[config.mk]
export PLATFORM = sky130hd
export DESIGN_NAME = ppac_core
export DESIGN_NICKNAME = d
export VERILOG_FILES = /design/src/ppac_pkg.sv /design/src/ppac_core.sv /design/src/ppac_fifo.sv
export SDC_FILE = /design/constraint.sdc
export NUM_CORES = 1
export LEC_CHECK = 0
export BUFFER_PORTS_ARGS = -buffer_cell sky130_fd_sc_hd__buf_2
export CAP_MARGIN = 20
export CORE_AREA = 5 5 181 139
export DETAILED_ROUTE_END_ITERATION = 8
export DIE_AREA = 0 0 186 144
export HOLD_SLACK_MARGIN = 0.1
export PLACE_DENSITY = 0.78
export SLEW_MARGIN = 20
export SYNTH_ARGS = -nofsm -noshare
export SYNTH_HDL_FRONTEND = slang
export SYNTH_SLANG_ARGS = --single-unit
[constraint.sdc]
create_clock -name ref_clk -period 3.1 [get_ports ref_clk]
set_input_delay 0.465 -clock ref_clk [delete_from_list [all_inputs] [get_ports ref_clk]]
set_output_delay 0.465 -clock ref_clk [all_outputs]
set_load 0.05 [all_outputs]
[src/ppac_pkg.sv]
package ppac_pkg;

    localparam int DATA_W = 8;
    localparam int IDX_W = 4;
    localparam int FIFO_DEPTH = 8;

    // Register indices
    localparam logic [3:0] REG_PORT_B_DATA = 4'h0;
    localparam logic [3:0] REG_PORT_A_DATA = 4'h1;
    localparam logic [3:0] REG_PORT_B_DIRECTION = 4'h2;
    localparam logic [3:0] REG_PORT_A_DIRECTION = 4'h3;
    localparam logic [3:0] REG_TIMER1_COUNT_LOW = 4'h4;
    localparam logic [3:0] REG_TIMER1_COUNT_HIGH = 4'h5;
    localparam logic [3:0] REG_TIMER1_LATCH_LOW = 4'h6;
    localparam logic [3:0] REG_TIMER1_LATCH_HIGH = 4'h7;
    localparam logic [3:0] REG_TIMER2_COUNT_LOW = 4'h8;
    localparam logic [3:0] REG_TIMER2_COUNT_HIGH = 4'h9;
    localparam logic [3:0] REG_SERIAL_SHIFT = 4'ha;
    localparam logic [3:0] REG_AUX_CONTROL = 4'hb;
    localparam logic [3:0] REG_PERIPH_CONTROL = 4'hc;
    localparam logic [3:0] REG_INTR_FLAGS = 4'hd;
    localparam logic [3:0] REG_INTR_ENABLES = 4'he;
    localparam logic [3:0] REG_PORT_A_DATA_QUIET = 4'hf;

    // Reset value of every cleared 8-bit register
    localparam logic [7:0] REG_RESET = 8'h00;

    // aux_control fields
    localparam int AUX_LATCH_A = 0;
    localparam int AUX_LATCH_B = 1;
    localparam int AUX_TIMER_PIN = 7;

    // periph_control fields
    localparam int PCR_A_IN_RISE = 0;
    localparam int PCR_A_IO_MODE = 1;
    localparam int PCR_B_ONE_RISE = 4;
    localparam int PCR_B_TWO_MODE = 5;

    // Control line modes; bit 2 clear means input, bit 1 then picks the rising edge
    localparam int MODE_OUT_BIT = 2;
    localparam int MODE_RISE_BIT = 1;
    localparam logic [2:0] MODE_HANDSHAKE = 3'h4;
    localparam logic [2:0] MODE_PULSE = 3'h5;
    localparam logic [2:0] MODE_DRIVE_LOW = 3'h6;
    localparam logic [2:0] MODE_DRIVE_HIGH = 3'h7;

    // intr_flags / intr_enables bit positions
    localparam int FLAG_A_IO = 0;
    localparam int FLAG_A_IN = 1;
    localparam int FLAG_B_TWO = 3;
    localparam int FLAG_B_ONE = 4;
    localparam int FLAG_ANY = 7;
    localparam int IER_SET = 7;
    localparam int COUNT_PIN = 6;

    typedef struct packed {
        logic sel;
        logic rnw;
        logic [3:0] idx;
        logic [7:0] wdata;
    } ppac_req_t;

    typedef enum {HS_HIGH, HS_LOW, HS_PULSE} ppac_hs_t;

endpackage

[src/ppac_core.sv]
// What this block does
// Drive bus on selected read, else release
// Access only with select_high and select_low_n
// Four-bit index picks one of sixteen registers
// Index 15 mirrors port A without handshake
// Open-drain interrupt when enabled flag set
// Direction bit zero input, one output
// Output pin follows its output latch bit
// Latch writes kept while pin is input
// Port reads return input view, live when unlatched
// Latched port A holds pins at edge
// Reading latched port A pops one word; transparency returns once the queue empties
// Port B outputs read latch, A reads pins
// Port B inputs read captured or live level
// aux_control enables latching per port
// Port A control lines set own flags
// Port B control lines set own flags
// Timer drives timer_pin, count_pin feeds counter
// Port A read handshake supported here
// Data-ready sets flag, a_ctl_io answers taken
// Data-taken as pulse or level form
// Peripheral sends data then data-ready, repeats
// Clear resets registers except timers, shifter
// Read_not_write low writes, high reads
// Interrupt released once no enabled flag remains
// Pulse form lows one cycle after read
module ppac_core #(
    parameter int FIFO_DEPTH = ppac_pkg::FIFO_DEPTH
)
(
    // System
    input wire logic ref_clk,
    input wire logic rst_n,
    input wire logic chip_clear_n,
    // Host bus
    input wire logic select_high,
    input wire logic select_low_n,
    input wire logic read_not_write,
    input wire logic [3:0] reg_index,
    input wire logic [7:0] host_data_in,
    output logic [7:0] host_data_out,
    output logic host_data_oe,
    // Interrupt request, open drain
    output logic intr_req_out,
    output logic intr_req_oe,
    // Port A
    input wire logic [7:0] port_a_in,
    output logic [7:0] port_a_out,
    output logic [7:0] port_a_oe,
    output logic a_latch_room,
    // Port A control lines
    input wire logic a_ctl_in,
    input wire logic a_ctl_io_in,
    output logic a_ctl_io_out,
    output logic a_ctl_io_oe,
    // Port B
    input wire logic [7:0] port_b_in,
    output logic [7:0] port_b_out,
    output logic [7:0] port_b_oe,
    // Port B control lines
    input wire logic b_ctl_one_in,
    output logic b_ctl_one_out,
    output logic b_ctl_one_oe,
    input wire logic b_ctl_two_in,
    output logic b_ctl_two_out,
    output logic b_ctl_two_oe,
    // Timer hooks
    input wire logic timer1_wave,
    output logic count_pulse
);

    ppac_pkg::ppac_req_t req;
    logic clear_all;
    logic rd_take;
    logic wr_take;
    logic is_a_hs;
    logic is_a_quiet;
    logic is_b;
    logic [7:0] out_latch_b_reg;
    logic [7:0] out_latch_a_reg;
    logic [7:0] dir_b_reg;
    logic [7:0] dir_a_reg;
    logic [7:0] aux_control_reg;
    logic [7:0] periph_control_reg;
    logic [6:0] intr_enables_reg;
    logic [6:0] intr_flags_reg;
    logic [6:0] intr_flags_next;
    logic [6:0] flag_set;
    logic [6:0] flag_clr;
    logic [7:0] timer_store_reg [4:10];
    logic a_in_prev_reg;
    logic a_io_prev_reg;
    logic b_one_prev_reg;
    logic b_two_prev_reg;
    logic count_prev_reg;
    logic [7:0] b_capture_reg;
    logic [7:0] host_data_out_reg;
    logic host_data_oe_reg;
    logic intr_req_oe_reg;
    logic intr_req_out_reg;
    logic [7:0] port_b_out_reg;
    logic a_ctl_io_out_reg;
    logic a_ctl_io_oe_reg;
    logic b_ctl_two_out_reg;
    logic b_ctl_two_oe_reg;
    logic count_pulse_reg;
    logic a_latch_room_reg;
    ppac_pkg::ppac_hs_t hs_reg;
    ppac_pkg::ppac_hs_t hs_next;
    logic [2:0] a_io_mode;
    logic [2:0] b_two_mode;
    logic a_in_edge;
    logic a_io_edge;
    logic b_one_edge;
    logic b_two_edge;
    logic latch_a_en;
    logic latch_b_en;
    logic fifo_in_ready;
    logic fifo_out_valid;
    logic [7:0] fifo_out_data;
    logic fifo_pop;
    logic [7:0] in_view_a;
    logic [7:0] in_view_b;
    logic [7:0] port_b_read;
    logic [7:0] rd_mux;
    logic [7:0] port_b_drive;
    logic irq_next;
    logic a_io_drive_next;

    // Both resets are sampled on the clock; chip_clear_n spares the timer and shifter slots
    assign clear_all = !rst_n || !chip_clear_n;

    assign req = '{sel: select_high && !select_low_n, rnw: read_not_write,
                   idx: reg_index, wdata: host_data_in};
    assign rd_take = req.sel && req.rnw;
    assign wr_take = req.sel && !req.rnw;
    assign is_a_hs = (req.idx == ppac_pkg::REG_PORT_A_DATA);
    assign is_a_quiet = (req.idx == ppac_pkg::REG_PORT_A_DATA_QUIET);
    assign is_b = (req.idx == ppac_pkg::REG_PORT_B_DATA);

    // Control line edges and modes
    assign a_io_mode = periph_control_reg[ppac_pkg::PCR_A_IO_MODE +: 3];
    assign b_two_mode = periph_control_reg[ppac_pkg::PCR_B_TWO_MODE +: 3];
    assign a_in_edge = periph_control_reg[ppac_pkg::PCR_A_IN_RISE] ? (a_ctl_in && !a_in_prev_reg)
                                                                   : (!a_ctl_in && a_in_prev_reg);
    assign a_io_edge = !a_io_mode[ppac_pkg::MODE_OUT_BIT]
                       && (a_io_mode[ppac_pkg::MODE_RISE_BIT] ? (a_ctl_io_in && !a_io_prev_reg)
                                                              : (!a_ctl_io_in && a_io_prev_reg));
    assign b_one_edge = periph_control_reg[ppac_pkg::PCR_B_ONE_RISE] ? (b_ctl_one_in && !b_one_prev_reg)
                                                                     : (!b_ctl_one_in && b_one_prev_reg);
    assign b_two_edge = !b_two_mode[ppac_pkg::MODE_OUT_BIT]
                        && (b_two_mode[ppac_pkg::MODE_RISE_BIT] ? (b_ctl_two_in && !b_two_prev_reg)
                                                                : (!b_ctl_two_in && b_two_prev_reg));

    assign latch_a_en = aux_control_reg[ppac_pkg::AUX_LATCH_A];
    assign latch_b_en = aux_control_reg[ppac_pkg::AUX_LATCH_B];

    // Captured port A words queue up; a full queue refuses further captures
    ppac_fifo #(
        .WIDTH(8),
        .DEPTH(FIFO_DEPTH)
    )
    u_latch_fifo (
        .clk(ref_clk),
        .clear(clear_all || !latch_a_en),
        .in_valid(a_in_edge && latch_a_en),
        .in_ready(fifo_in_ready),
        .in_data(port_a_in),
        .out_valid(fifo_out_valid),
        .out_ready(fifo_pop),
        .out_data(fifo_out_data)
    );

    // Any read of port A consumes the latched word, quiet index included
    assign fifo_pop = rd_take && (is_a_hs || is_a_quiet);
    // Outputs on port A read back the pin itself, so loading shows through
    assign in_view_a = (latch_a_en && fifo_out_valid) ? fifo_out_data : port_a_in;
    assign in_view_b = latch_b_en ? b_capture_reg : port_b_in;
    assign port_b_read = (dir_b_reg & out_latch_b_reg) | (~dir_b_reg & in_view_b);

    // Read selection
    assign rd_mux = is_b ? port_b_read
                  : (is_a_hs || is_a_quiet) ? in_view_a
                  : (req.idx == ppac_pkg::REG_PORT_B_DIRECTION) ? dir_b_reg
                  : (req.idx == ppac_pkg::REG_PORT_A_DIRECTION) ? dir_a_reg
                  : (req.idx == ppac_pkg::REG_AUX_CONTROL) ? aux_control_reg
                  : (req.idx == ppac_pkg::REG_PERIPH_CONTROL) ? periph_control_reg
                  : (req.idx == ppac_pkg::REG_INTR_FLAGS) ? {irq_next, intr_flags_reg}
                  : (req.idx == ppac_pkg::REG_INTR_ENABLES) ? {1'b1, intr_enables_reg}
                  : timer_store_reg[req.idx];

    // Flags: hardware set wins over any clear in the same cycle
    assign flag_set = (7'(a_io_edge) << ppac_pkg::FLAG_A_IO) | (7'(a_in_edge) << ppac_pkg::FLAG_A_IN)
                      | (7'(b_two_edge) << ppac_pkg::FLAG_B_TWO) | (7'(b_one_edge) << ppac_pkg::FLAG_B_ONE);
    assign flag_clr = ((wr_take && req.idx == ppac_pkg::REG_INTR_FLAGS) ? req.wdata[6:0] : 7'h00)
                      | ((req.sel && is_a_hs) ? 7'((1 << ppac_pkg::FLAG_A_IO) | (1 << ppac_pkg::FLAG_A_IN)) : 7'h00)
                      | ((req.sel && is_b) ? 7'((1 << ppac_pkg::FLAG_B_TWO) | (1 << ppac_pkg::FLAG_B_ONE)) : 7'h00);
    assign intr_flags_next = (intr_flags_reg & ~flag_clr) | flag_set;
    assign irq_next = |(intr_flags_next & intr_enables_reg);

    // Timer output takes bit 7 only when both direction and aux_control agree
    assign port_b_drive = {(dir_b_reg[7] && aux_control_reg[ppac_pkg::AUX_TIMER_PIN]) ? timer1_wave
                                                                                      : out_latch_b_reg[7],
                           out_latch_b_reg[6:0]};

    // Read handshake on a_ctl_io
    always_comb
    begin
        hs_next = hs_reg;
        case (hs_reg)
            ppac_pkg::HS_HIGH:
            begin
                if (rd_take && is_a_hs)
                begin
                    hs_next = (a_io_mode == ppac_pkg::MODE_PULSE) ? ppac_pkg::HS_PULSE : ppac_pkg::HS_LOW;
                end
            end
            ppac_pkg::HS_LOW:
            begin
                if (a_in_edge || a_io_mode == ppac_pkg::MODE_PULSE)
                begin
                    hs_next = ppac_pkg::HS_HIGH;
                end
            end
            ppac_pkg::HS_PULSE:
            begin
                hs_next = ppac_pkg::HS_HIGH;
            end
            default:
            begin
                hs_next = ppac_pkg::HS_HIGH;
            end
        endcase
        if (a_io_mode != ppac_pkg::MODE_HANDSHAKE && a_io_mode != ppac_pkg::MODE_PULSE)
        begin
            hs_next = ppac_pkg::HS_HIGH;
        end
    end

    assign a_io_drive_next = (a_io_mode == ppac_pkg::MODE_DRIVE_LOW) ? 1'b0
                           : (a_io_mode == ppac_pkg::MODE_DRIVE_HIGH) ? 1'b1
                           : (hs_next == ppac_pkg::HS_HIGH);

    // Host-writable registers
    always_ff @(posedge ref_clk)
    begin
        if (clear_all)
        begin
            out_latch_b_reg <= ppac_pkg::REG_RESET;
            out_latch_a_reg <= ppac_pkg::REG_RESET;
            dir_b_reg <= ppac_pkg::REG_RESET;
            dir_a_reg <= ppac_pkg::REG_RESET;
            aux_control_reg <= ppac_pkg::REG_RESET;
            periph_control_reg <= ppac_pkg::REG_RESET;
        end
        else if (wr_take)
        begin
            if (is_b)
            begin
                out_latch_b_reg <= req.wdata;
            end
            else if (is_a_hs || is_a_quiet)
            begin
                out_latch_a_reg <= req.wdata;
            end
            else if (req.idx == ppac_pkg::REG_PORT_B_DIRECTION)
            begin
                dir_b_reg <= req.wdata;
            end
            else if (req.idx == ppac_pkg::REG_PORT_A_DIRECTION)
            begin
                dir_a_reg <= req.wdata;
            end
            else if (req.idx == ppac_pkg::REG_AUX_CONTROL)
            begin
                aux_control_reg <= req.wdata;
            end
            else if (req.idx == ppac_pkg::REG_PERIPH_CONTROL)
            begin
                periph_control_reg <= req.wdata;
            end
        end
    end

    // Timer and shifter slots survive chip_clear_n
    always_ff @(posedge ref_clk)
    begin
        if (!rst_n)
        begin
            for (int i = 4; i <= 10; i++)
            begin
                timer_store_reg[i] <= ppac_pkg::REG_RESET;
            end
        end
        else if (wr_take && req.idx >= ppac_pkg::REG_TIMER1_COUNT_LOW
                 && req.idx <= ppac_pkg::REG_SERIAL_SHIFT)
        begin
            timer_store_reg[req.idx] <= req.wdata;
        end
    end

    // Interrupt flags and enables
    always_ff @(posedge ref_clk)
    begin
        if (clear_all)
        begin
            intr_flags_reg <= 7'h00;
            intr_enables_reg <= 7'h00;
            intr_req_oe_reg <= 1'b0;
        end
        else
        begin
            intr_flags_reg <= intr_flags_next;
            intr_req_oe_reg <= irq_next;
            if (wr_take && req.idx == ppac_pkg::REG_INTR_ENABLES)
            begin
                intr_enables_reg <= req.wdata[ppac_pkg::IER_SET] ? (intr_enables_reg | req.wdata[6:0])
                                                                  : (intr_enables_reg & ~req.wdata[6:0]);
            end
        end
    end

    // Edge history and port B capture
    always_ff @(posedge ref_clk)
    begin
        if (clear_all)
        begin
            a_in_prev_reg <= 1'b0;
            a_io_prev_reg <= 1'b0;
            b_one_prev_reg <= 1'b0;
            b_two_prev_reg <= 1'b0;
            count_prev_reg <= 1'b0;
            b_capture_reg <= ppac_pkg::REG_RESET;
        end
        else
        begin
            a_in_prev_reg <= a_ctl_in;
            a_io_prev_reg <= a_ctl_io_in;
            b_one_prev_reg <= b_ctl_one_in;
            b_two_prev_reg <= b_ctl_two_in;
            count_prev_reg <= port_b_in[ppac_pkg::COUNT_PIN];
            if (b_one_edge)
            begin
                b_capture_reg <= port_b_in;
            end
        end
    end

    // Host bus answer, one cycle after the access is taken
    always_ff @(posedge ref_clk)
    begin
        if (clear_all)
        begin
            host_data_out_reg <= ppac_pkg::REG_RESET;
            host_data_oe_reg <= 1'b0;
        end
        else
        begin
            host_data_oe_reg <= rd_take;
            host_data_out_reg <= rd_take ? rd_mux : host_data_out_reg;
        end
    end

    // Pin drivers
    always_ff @(posedge ref_clk)
    begin
        if (clear_all)
        begin
            hs_reg <= ppac_pkg::HS_HIGH;
            a_ctl_io_out_reg <= 1'b1;
            a_ctl_io_oe_reg <= 1'b0;
            b_ctl_two_out_reg <= 1'b1;
            b_ctl_two_oe_reg <= 1'b0;
            port_b_out_reg <= ppac_pkg::REG_RESET;
            count_pulse_reg <= 1'b0;
            intr_req_out_reg <= 1'b0;
            a_latch_room_reg <= 1'b0;
        end
        else
        begin
            hs_reg <= hs_next;
            a_ctl_io_out_reg <= a_io_drive_next;
            a_ctl_io_oe_reg <= a_io_mode[ppac_pkg::MODE_OUT_BIT];
            b_ctl_two_out_reg <= (b_two_mode != ppac_pkg::MODE_DRIVE_LOW);
            b_ctl_two_oe_reg <= b_two_mode[ppac_pkg::MODE_OUT_BIT];
            port_b_out_reg <= port_b_drive;
            count_pulse_reg <= count_prev_reg && !port_b_in[ppac_pkg::COUNT_PIN];
            intr_req_out_reg <= 1'b0;
            a_latch_room_reg <= fifo_in_ready && latch_a_en;
        end
    end

    assign host_data_out = host_data_out_reg;
    assign host_data_oe = host_data_oe_reg;
    assign intr_req_out = intr_req_out_reg;
    assign intr_req_oe = intr_req_oe_reg;
    // Input pins stay high impedance; stored latch bits reach the pin once direction flips
    assign port_a_out = out_latch_a_reg;
    assign port_a_oe = dir_a_reg;
    assign port_b_out = port_b_out_reg;
    assign port_b_oe = dir_b_reg;
    assign a_ctl_io_out = a_ctl_io_out_reg;
    assign a_ctl_io_oe = a_ctl_io_oe_reg;
    // Shifter clocking is outside this block, so b_ctl_one is never driven here
    assign b_ctl_one_out = 1'b0;
    assign b_ctl_one_oe = 1'b0;
    assign b_ctl_two_out = b_ctl_two_out_reg;
    assign b_ctl_two_oe = b_ctl_two_oe_reg;
    assign count_pulse = count_pulse_reg;
    assign a_latch_room = a_latch_room_reg;

endmodule

[src/ppac_fifo.sv]
module ppac_fifo #(
    parameter int WIDTH = 8,
    parameter int DEPTH = 8
)
(
    // Clock and reset
    input wire logic clk,
    input wire logic clear,
    // Fill side
    input wire logic in_valid,
    output logic in_ready,
    input wire logic [WIDTH-1:0] in_data,
    // Drain side
    output logic out_valid,
    input wire logic out_ready,
    output logic [WIDTH-1:0] out_data
);

    localparam int PW = (DEPTH > 1) ? $clog2(DEPTH) : 1;
    localparam int CW = $clog2(DEPTH + 1);

    logic [WIDTH-1:0] mem [0:DEPTH-1];
    logic [PW-1:0] wr_ptr_reg;
    logic [PW-1:0] rd_ptr_reg;
    logic [CW-1:0] count_reg;
    logic push;
    logic pop;

    assign in_ready = (count_reg != CW'(DEPTH));
    assign out_valid = (count_reg != '0);
    assign out_data = mem[rd_ptr_reg];
    assign push = in_valid && in_ready;
    assign pop = out_valid && out_ready;

    always_ff @(posedge clk)
    begin
        if (push)
        begin
            mem[wr_ptr_reg] <= in_data;
        end
    end

    always_ff @(posedge clk)
    begin
        if (clear)
        begin
            wr_ptr_reg <= '0;
            rd_ptr_reg <= '0;
            count_reg <= '0;
        end
        else
        begin
            if (push)
            begin
                wr_ptr_reg <= (wr_ptr_reg == PW'(DEPTH - 1)) ? '0 : wr_ptr_reg + 1'b1;
            end
            if (pop)
            begin
                rd_ptr_reg <= (rd_ptr_reg == PW'(DEPTH - 1)) ? '0 : rd_ptr_reg + 1'b1;
            end
            if (push && !pop)
            begin
                count_reg <= count_reg + 1'b1;
            end
            else if (pop && !push)
            begin
                count_reg <= count_reg - 1'b1;
            end
        end
    end

endmodule

* Yosys cells after proc, flatten, opt, wreduce, memory -nomap -nowiden
Memory sizes are Yosys's and may differ from the RTL's. A register that Yosys moved wholly into a read port is not among the register bits.
Cells that the tools add are included.
** Word-level totals
- Logic and storage cells :: 182
- Register bits after elaboration :: 141
- Output and inout bits :: 51
- Bits of input ports :: 39
- Memories kept :: 2
- Memory bits (writable) :: 120
** Operators by class
- $lt $le $gt $ge :: 2
- Muxes and demuxes :: 41
- Equal/unequal tests :: 18
- Reduce and logical (&&, ||, !) cells :: 66
- Add/sub/neg operators :: 4
- Bitwise operators :: 21
** Memories
- u_latch_fifo.mem :: words 8, width 8, read ports 1, clocked after memory_dff 1, wr ports 1, line ppac_fifo.sv:22 : logic [WIDTH-1:0] mem [0:DEPTH-1];
- timer_store_reg :: words 7, width 8, read ports 1, clocked after memory_dff 0, wr ports 7, line ppac_core.sv:90 : logic [7:0] timer_store_reg [4:10];
** Operators with widths (count)
- $mux 32 :: 3
- $mux 8 :: 11
- $logic_not 32->1 :: 2
- $pmux 32 s2 :: 1
- $eq 32x1->1 const B :: 1
- $logic_and 1x1->1 :: 31
- $and 7x7->7 :: 3
- $eq 4x4->1 const B :: 5
- $logic_not 1->1 :: 18
- $and 8x8->8 :: 2
- $eq 3x3->1 const B :: 5
- $mux 1 :: 14
- $mux 7 :: 2
- $not 7->7 :: 2
- $or 7x5->7 :: 2
- $mux 3 :: 4
- $mux 4 :: 3
- $ne 3x3->1 const B :: 3
- $eq 4x2->1 const B :: 2
- $not 8->8 :: 1
- $or 8x8->8 :: 1
- $reduce_or 8->1 :: 1
- $or 7x2->7 :: 1
- $or 7x7->7 :: 1
- 24 further kinds :: 33

* Longest topological paths before layout
- Depth after elaboration :: 19
- Depth in mapped cells :: 13
- Depth with buffers taken out :: 12

* Cells and area by module
From an unflattened synthesis, not the netlist that was laid out.
** Second synthesis, totals
- Cell total of the unflattened synthesis :: 961
- Area, all modules :: 11531.1 µm²
** By module, submodules not included
- ppac_core :: cells an instance 793, sequential area each 4544.4 µm², times used 1, area each 8404.3 µm²
- ppac_fifo :: cells an instance 168, sequential area each 2182.1 µm², times used 1, area each 3126.7 µm²

* Worst setup path after synthesis
Ideal clock, no wire load.
- Path kind :: input port to flip-flop
- From :: in reg_index[2]
- To :: reg u_latch_fifo.count_reg[3]
- Path buffers :: 1
- Library setup time :: 0.071 ns
- Arrival :: 2.990 ns
- Slack :: 0.040 ns
- Data required time :: 3.029 ns
- Stages :: 13
- Cell sequence :: buf_2 or4b_4 o21ai_4 nor3b_2 inv_1 ha_1 inv_1 ha_1 a21o_1 a21oi_1 xnor2_1 or3_1 a21oi_1
** Between the ends
- Word-level cells in the longest chain between the ends :: 7
- Elaborated cells between the ends (all ways) :: 10
- Classes of those cells :: eq/ne (2); mux (1); reduce/logical (7)
** RTL lines
- start, declared :: line ppac_core.sv:39 : input wire logic [3:0] reg_index,
- $eq 4x1->1 / $eq 4x4->1 (equally long branches) :: line ppac_core.sv:137, ppac_core.sv:138
- $logic_or 1x1->1 * :: line ppac_core.sv:175 : assign fifo_pop = rd_take && (is_a_hs || is_a_quiet);
- $logic_and 1x1->1 * :: line ppac_core.sv:175
- $logic_and 1x1->1 * :: line ppac_fifo.sv:33 : assign pop = out_valid && out_ready;
- $logic_not 1->1 :: line ppac_fifo.sv:61 : if (push && !pop)
- $logic_and 1x1->1 :: line ppac_fifo.sv:61
- $mux 4 / $reduce_bool 2->1 (equally long branches)
- end signal, assigned :: line ppac_fifo.sv:63 : count_reg <= count_reg + 1'b1;
- end signal, assigned :: line ppac_fifo.sv:67 : count_reg <= count_reg - 1'b1;
- end, declared :: line ppac_fifo.sv:25 : logic [CW-1:0] count_reg;
Every way passes the cells marked *; elsewhere a longest branch is shown, timed or not.
A chain may end at the register's enable or synchronous reset.

* Worst setup path after layout
- From :: reg u_latch_fifo.count_reg[0]
- To :: reg u_latch_fifo.count_reg[3]
** Between the ends
- Word-level cells in the longest chain between the ends :: 5
- Elaborated cells between the ends (all ways) :: 13
- Classes of those cells :: add/sub (2); eq/ne (1); mux (2); reduce/logical (8)
** RTL lines
- branches (longest 5 deep; another with $sub 4x1->4)
Parallel ways; which one is timed is not known. The select of a mux whose other input is x is not followed.

==> impl_results.md <==
- Kind of critical path: flop to flop
- Unrepaired setup endpoints after global routing: false
- Clk Latency, worst-skew pair: 0.54 ns
- Initial antenna violation count: 0
- Capturing point of the worst reg2reg path: u_latch_fifo.count_reg[3]
- Overall Global Routing Usage: 22.2%
- Initial Utilization: approximately half
- Slew headroom: 43.1%
- Synth top area cells: edfxtp_1 (34%), dfxtp_1 (25%), mux4_2 (5.7%)
- CP arrival: roughly 3.0 ns
- Min-Delay Path Depth: 2
- Unique masters post-synth: 66
- Placer congestion estimate: 0.912
- # rows: 49
- CTS H-tree lvls: 1
- Minimum clock period: 2.57 ns
- Power per cell area: 574 mW/mm^2
- Peak Freq: 0.389 GHz
- Syn Std Cell Area: 0.0114 sq mm
- Reg2Reg Setup Slack: 0.53 ns
- Measured slew at the worst slew-check pin: roughly 0.85 ns
- Crit end category: flop
- Final hold slack: 0.167 ns
- Vias in the first global route: approximately 7800
- Fin crit share: 83.0%
- Worst min path class: input port to flop
- First-pass detailed-route iteration total: 6
- Max cap viols: 0
- Largest fanout on the critical path: 5
- HP Start: port_b_in[6]
- Total global routing overflow: 0
- EDFF count, synth: 128
- Clk pin slew, worst setup/hold paths: roughly 0.060 ns
- Avg WL per Cell: 21.1 um
- Largest area contributor in the netlist: edfxtp_1
- Design Power: between 7 and 8 mW
- Placed Area: 0.0124 sq mm
- TritonCTS clock tree: yes
- Synth Instances: 948
- Core area: 0.0234 sq mm
- TritonCTS buffer count: 27
- First-pass GRT wire length: 45.6 mm
- Post-CTS sizing: 0
- Final nets: 1128
- Async S/R FF share, synth: 0%
- Synth top area share: 33.6%
- Avg Vias per Cell: 5.78
- VDD IR max: 0.406 mV
- Residual DRC: 0
- Root buffer cell: clkbuf_16
- Ports: 90
- Sequential fraction of the synthesis area: 58.8%
- Largest net degree at the start of global routing: 76
- Slew Limit Fails: 0
- Most frequent cells in the layout: dfxtp_1 (144), edfxtp_1 (128), nor2_1 (91)
- Hold Buf Count CTS: 0
- Hold Vio Cnt, Final: 0
- Worst Hold Endpoint: count_pulse
- Required @ worst endpoint: 3.57 ns
- Synth warn: 0
- Detailed Place HPWL: 20.5 mm
- Area grow syn2layout: 16.7%
- R2R depth: 11
- Pleak: between 5 and 6 nW
- Nature of the critical path startpoint: flop
- Commonest non-fill, non-tap cell in the layout: dfxtp_1
- Num Clock Sinks: 272
- Die Y: approximately 140 um
- Status: finished, final reports clean
- #FFs+latches synth: approximately 270
- DR iter-0 viols: around 1100
- Setup Skew: 0.0208 ns
- Via count: 8138
- Routed WL: 29.7 mm
- Number of inserted diodes: 0
- Clk buf depth: 3
- Worst r2r src: u_latch_fifo.count_reg[0]
- Syn_area_per_cell: around 12 sq um
- Full die area: 0.0268 sq mm
- Setup TNS: 0 ns
- Port bufs: 86
- Post-route ant nets: 0
- Share of cells above drive strength 1: roughly 22%
- Die extent in x: 186 um
- Setup bufs post-CTS: 0
- Count of endpoints failing setup in the final report: 0
- Prevailing post-synth register cell: dfxtp_1
- Finished layout cell area: 0.0133 sq mm
## report_power, final
part / internal (mW) / leakage, nW / total (mW) / switching, mW
registers: 3.83 / 2.36 / 3.85 / 0.0257
clock network: 2.01 / 0.469 / 3.38 / 1.37
logic: 0.140 / 2.28 / 0.431 / 0.290
## per-layer routing
layer / track usage (%) / part of all wire, % / vias up
li1: - / - / 3724
met1: 33.2 / 44 / 3952
met2: 33.1 / 43 / 405
met3: 4.70 / 9.9 / 57
met4: 6.09 / 2.9 / 0
met5: 0 / 0 / -
## stage by stage
| step | setup slack (ns) | utilization (%) | cells |
|---|---|---|---|
| floorplan | 0.0399 | - | 988 |
| global placement | 0.116 | 53.0 | 1358 |
| detailed placement | 0.0987 | 53.0 | 1358 |
| CTS | 0.536 | 57.0 | 1408 |
| global route | 0.364 | 57.0 | 1408 |
| finish | 0.526 | 57.0 | 1408 |
## worst max path at each step
| stage | start | endpoint | cells past startpoint |
|---|---|---|---|
| final | u_latch_fifo.count_reg[0] | u_latch_fifo.count_reg[3] | 11 |
| after CTS | u_latch_fifo.count_reg[0] | u_latch_fifo.count_reg[3] | 11 |
| after floorplan | reg_index[2] | u_latch_fifo.count_reg[3] | 13 |
| after global placement | reg_index[1] | u_latch_fifo.count_reg[3] | 13 |
| after global routing | u_latch_fifo.count_reg[0] | u_latch_fifo.count_reg[3] | 11 |
| after detailed placement | reg_index[1] | u_latch_fifo.count_reg[3] | 13 |
## Yosys cell counts, types with 3 or more instances
cell type,number
a31oi_1,4
nand4_1,10
mux2_2,23
o21ai_0,35
a21oi_1,55
nor2_1,91
and2_1,60
nand3b_1,4
clkbuf_1,32
nor3b_1,8
nand3_1,24
buf_4,9
nand4b_1,3
a22oi_1,3
dfxtp_1,144
mux4_2,29
or3_1,4
nor4_1,7
nor2b_1,4
a211o_1,3
a221oi_1,6
o31ai_1,4
o221ai_1,9
nand2b_1,10
inv_1,13
nor3_1,17
ha_1,7
a21boi_0,3
nand2_1,48
o22ai_1,5
buf_2,19
nor4b_1,4
and3_1,18
mux2i_1,65
edfxtp_1,128
and4b_1,3
## cell families after synthesis
logic type | synth area share (%)
AO/OA/AOI/OAI | 7.98
XOR/XNOR | 0.230
adder cells (fa/ha/maj) | 0.941
buffers and inverters | 3.06
flip-flops | 58.8
multiplexers | 13.7
other | 0.0328
AND/OR/NAND/NOR | 15.3
## worst max-delay path, cell delays in order (launching register included)
cell and delay [ns]:
dfxtp_1 0.38, nor4_2 0.53, nor3b_2 0.11, inv_1 0.10, ha_1 0.18, inv_1 0.06, ha_1 0.27, a21o_1 0.18
a21oi_1 0.16, xnor2_1 0.09, or3_1 0.30, a21oi_1 0.14
## area by class of cell
cell class,instances,area (sq um)
clock buffers,37,776
clock inverters,13,151
fillers,1985,10100
inverters,13,48.8
multi-input cells,640,4520
flip-flops and latches,272,6730
well taps,306,383
repair buffers,127,738
(Power assumes the default switching activity.)
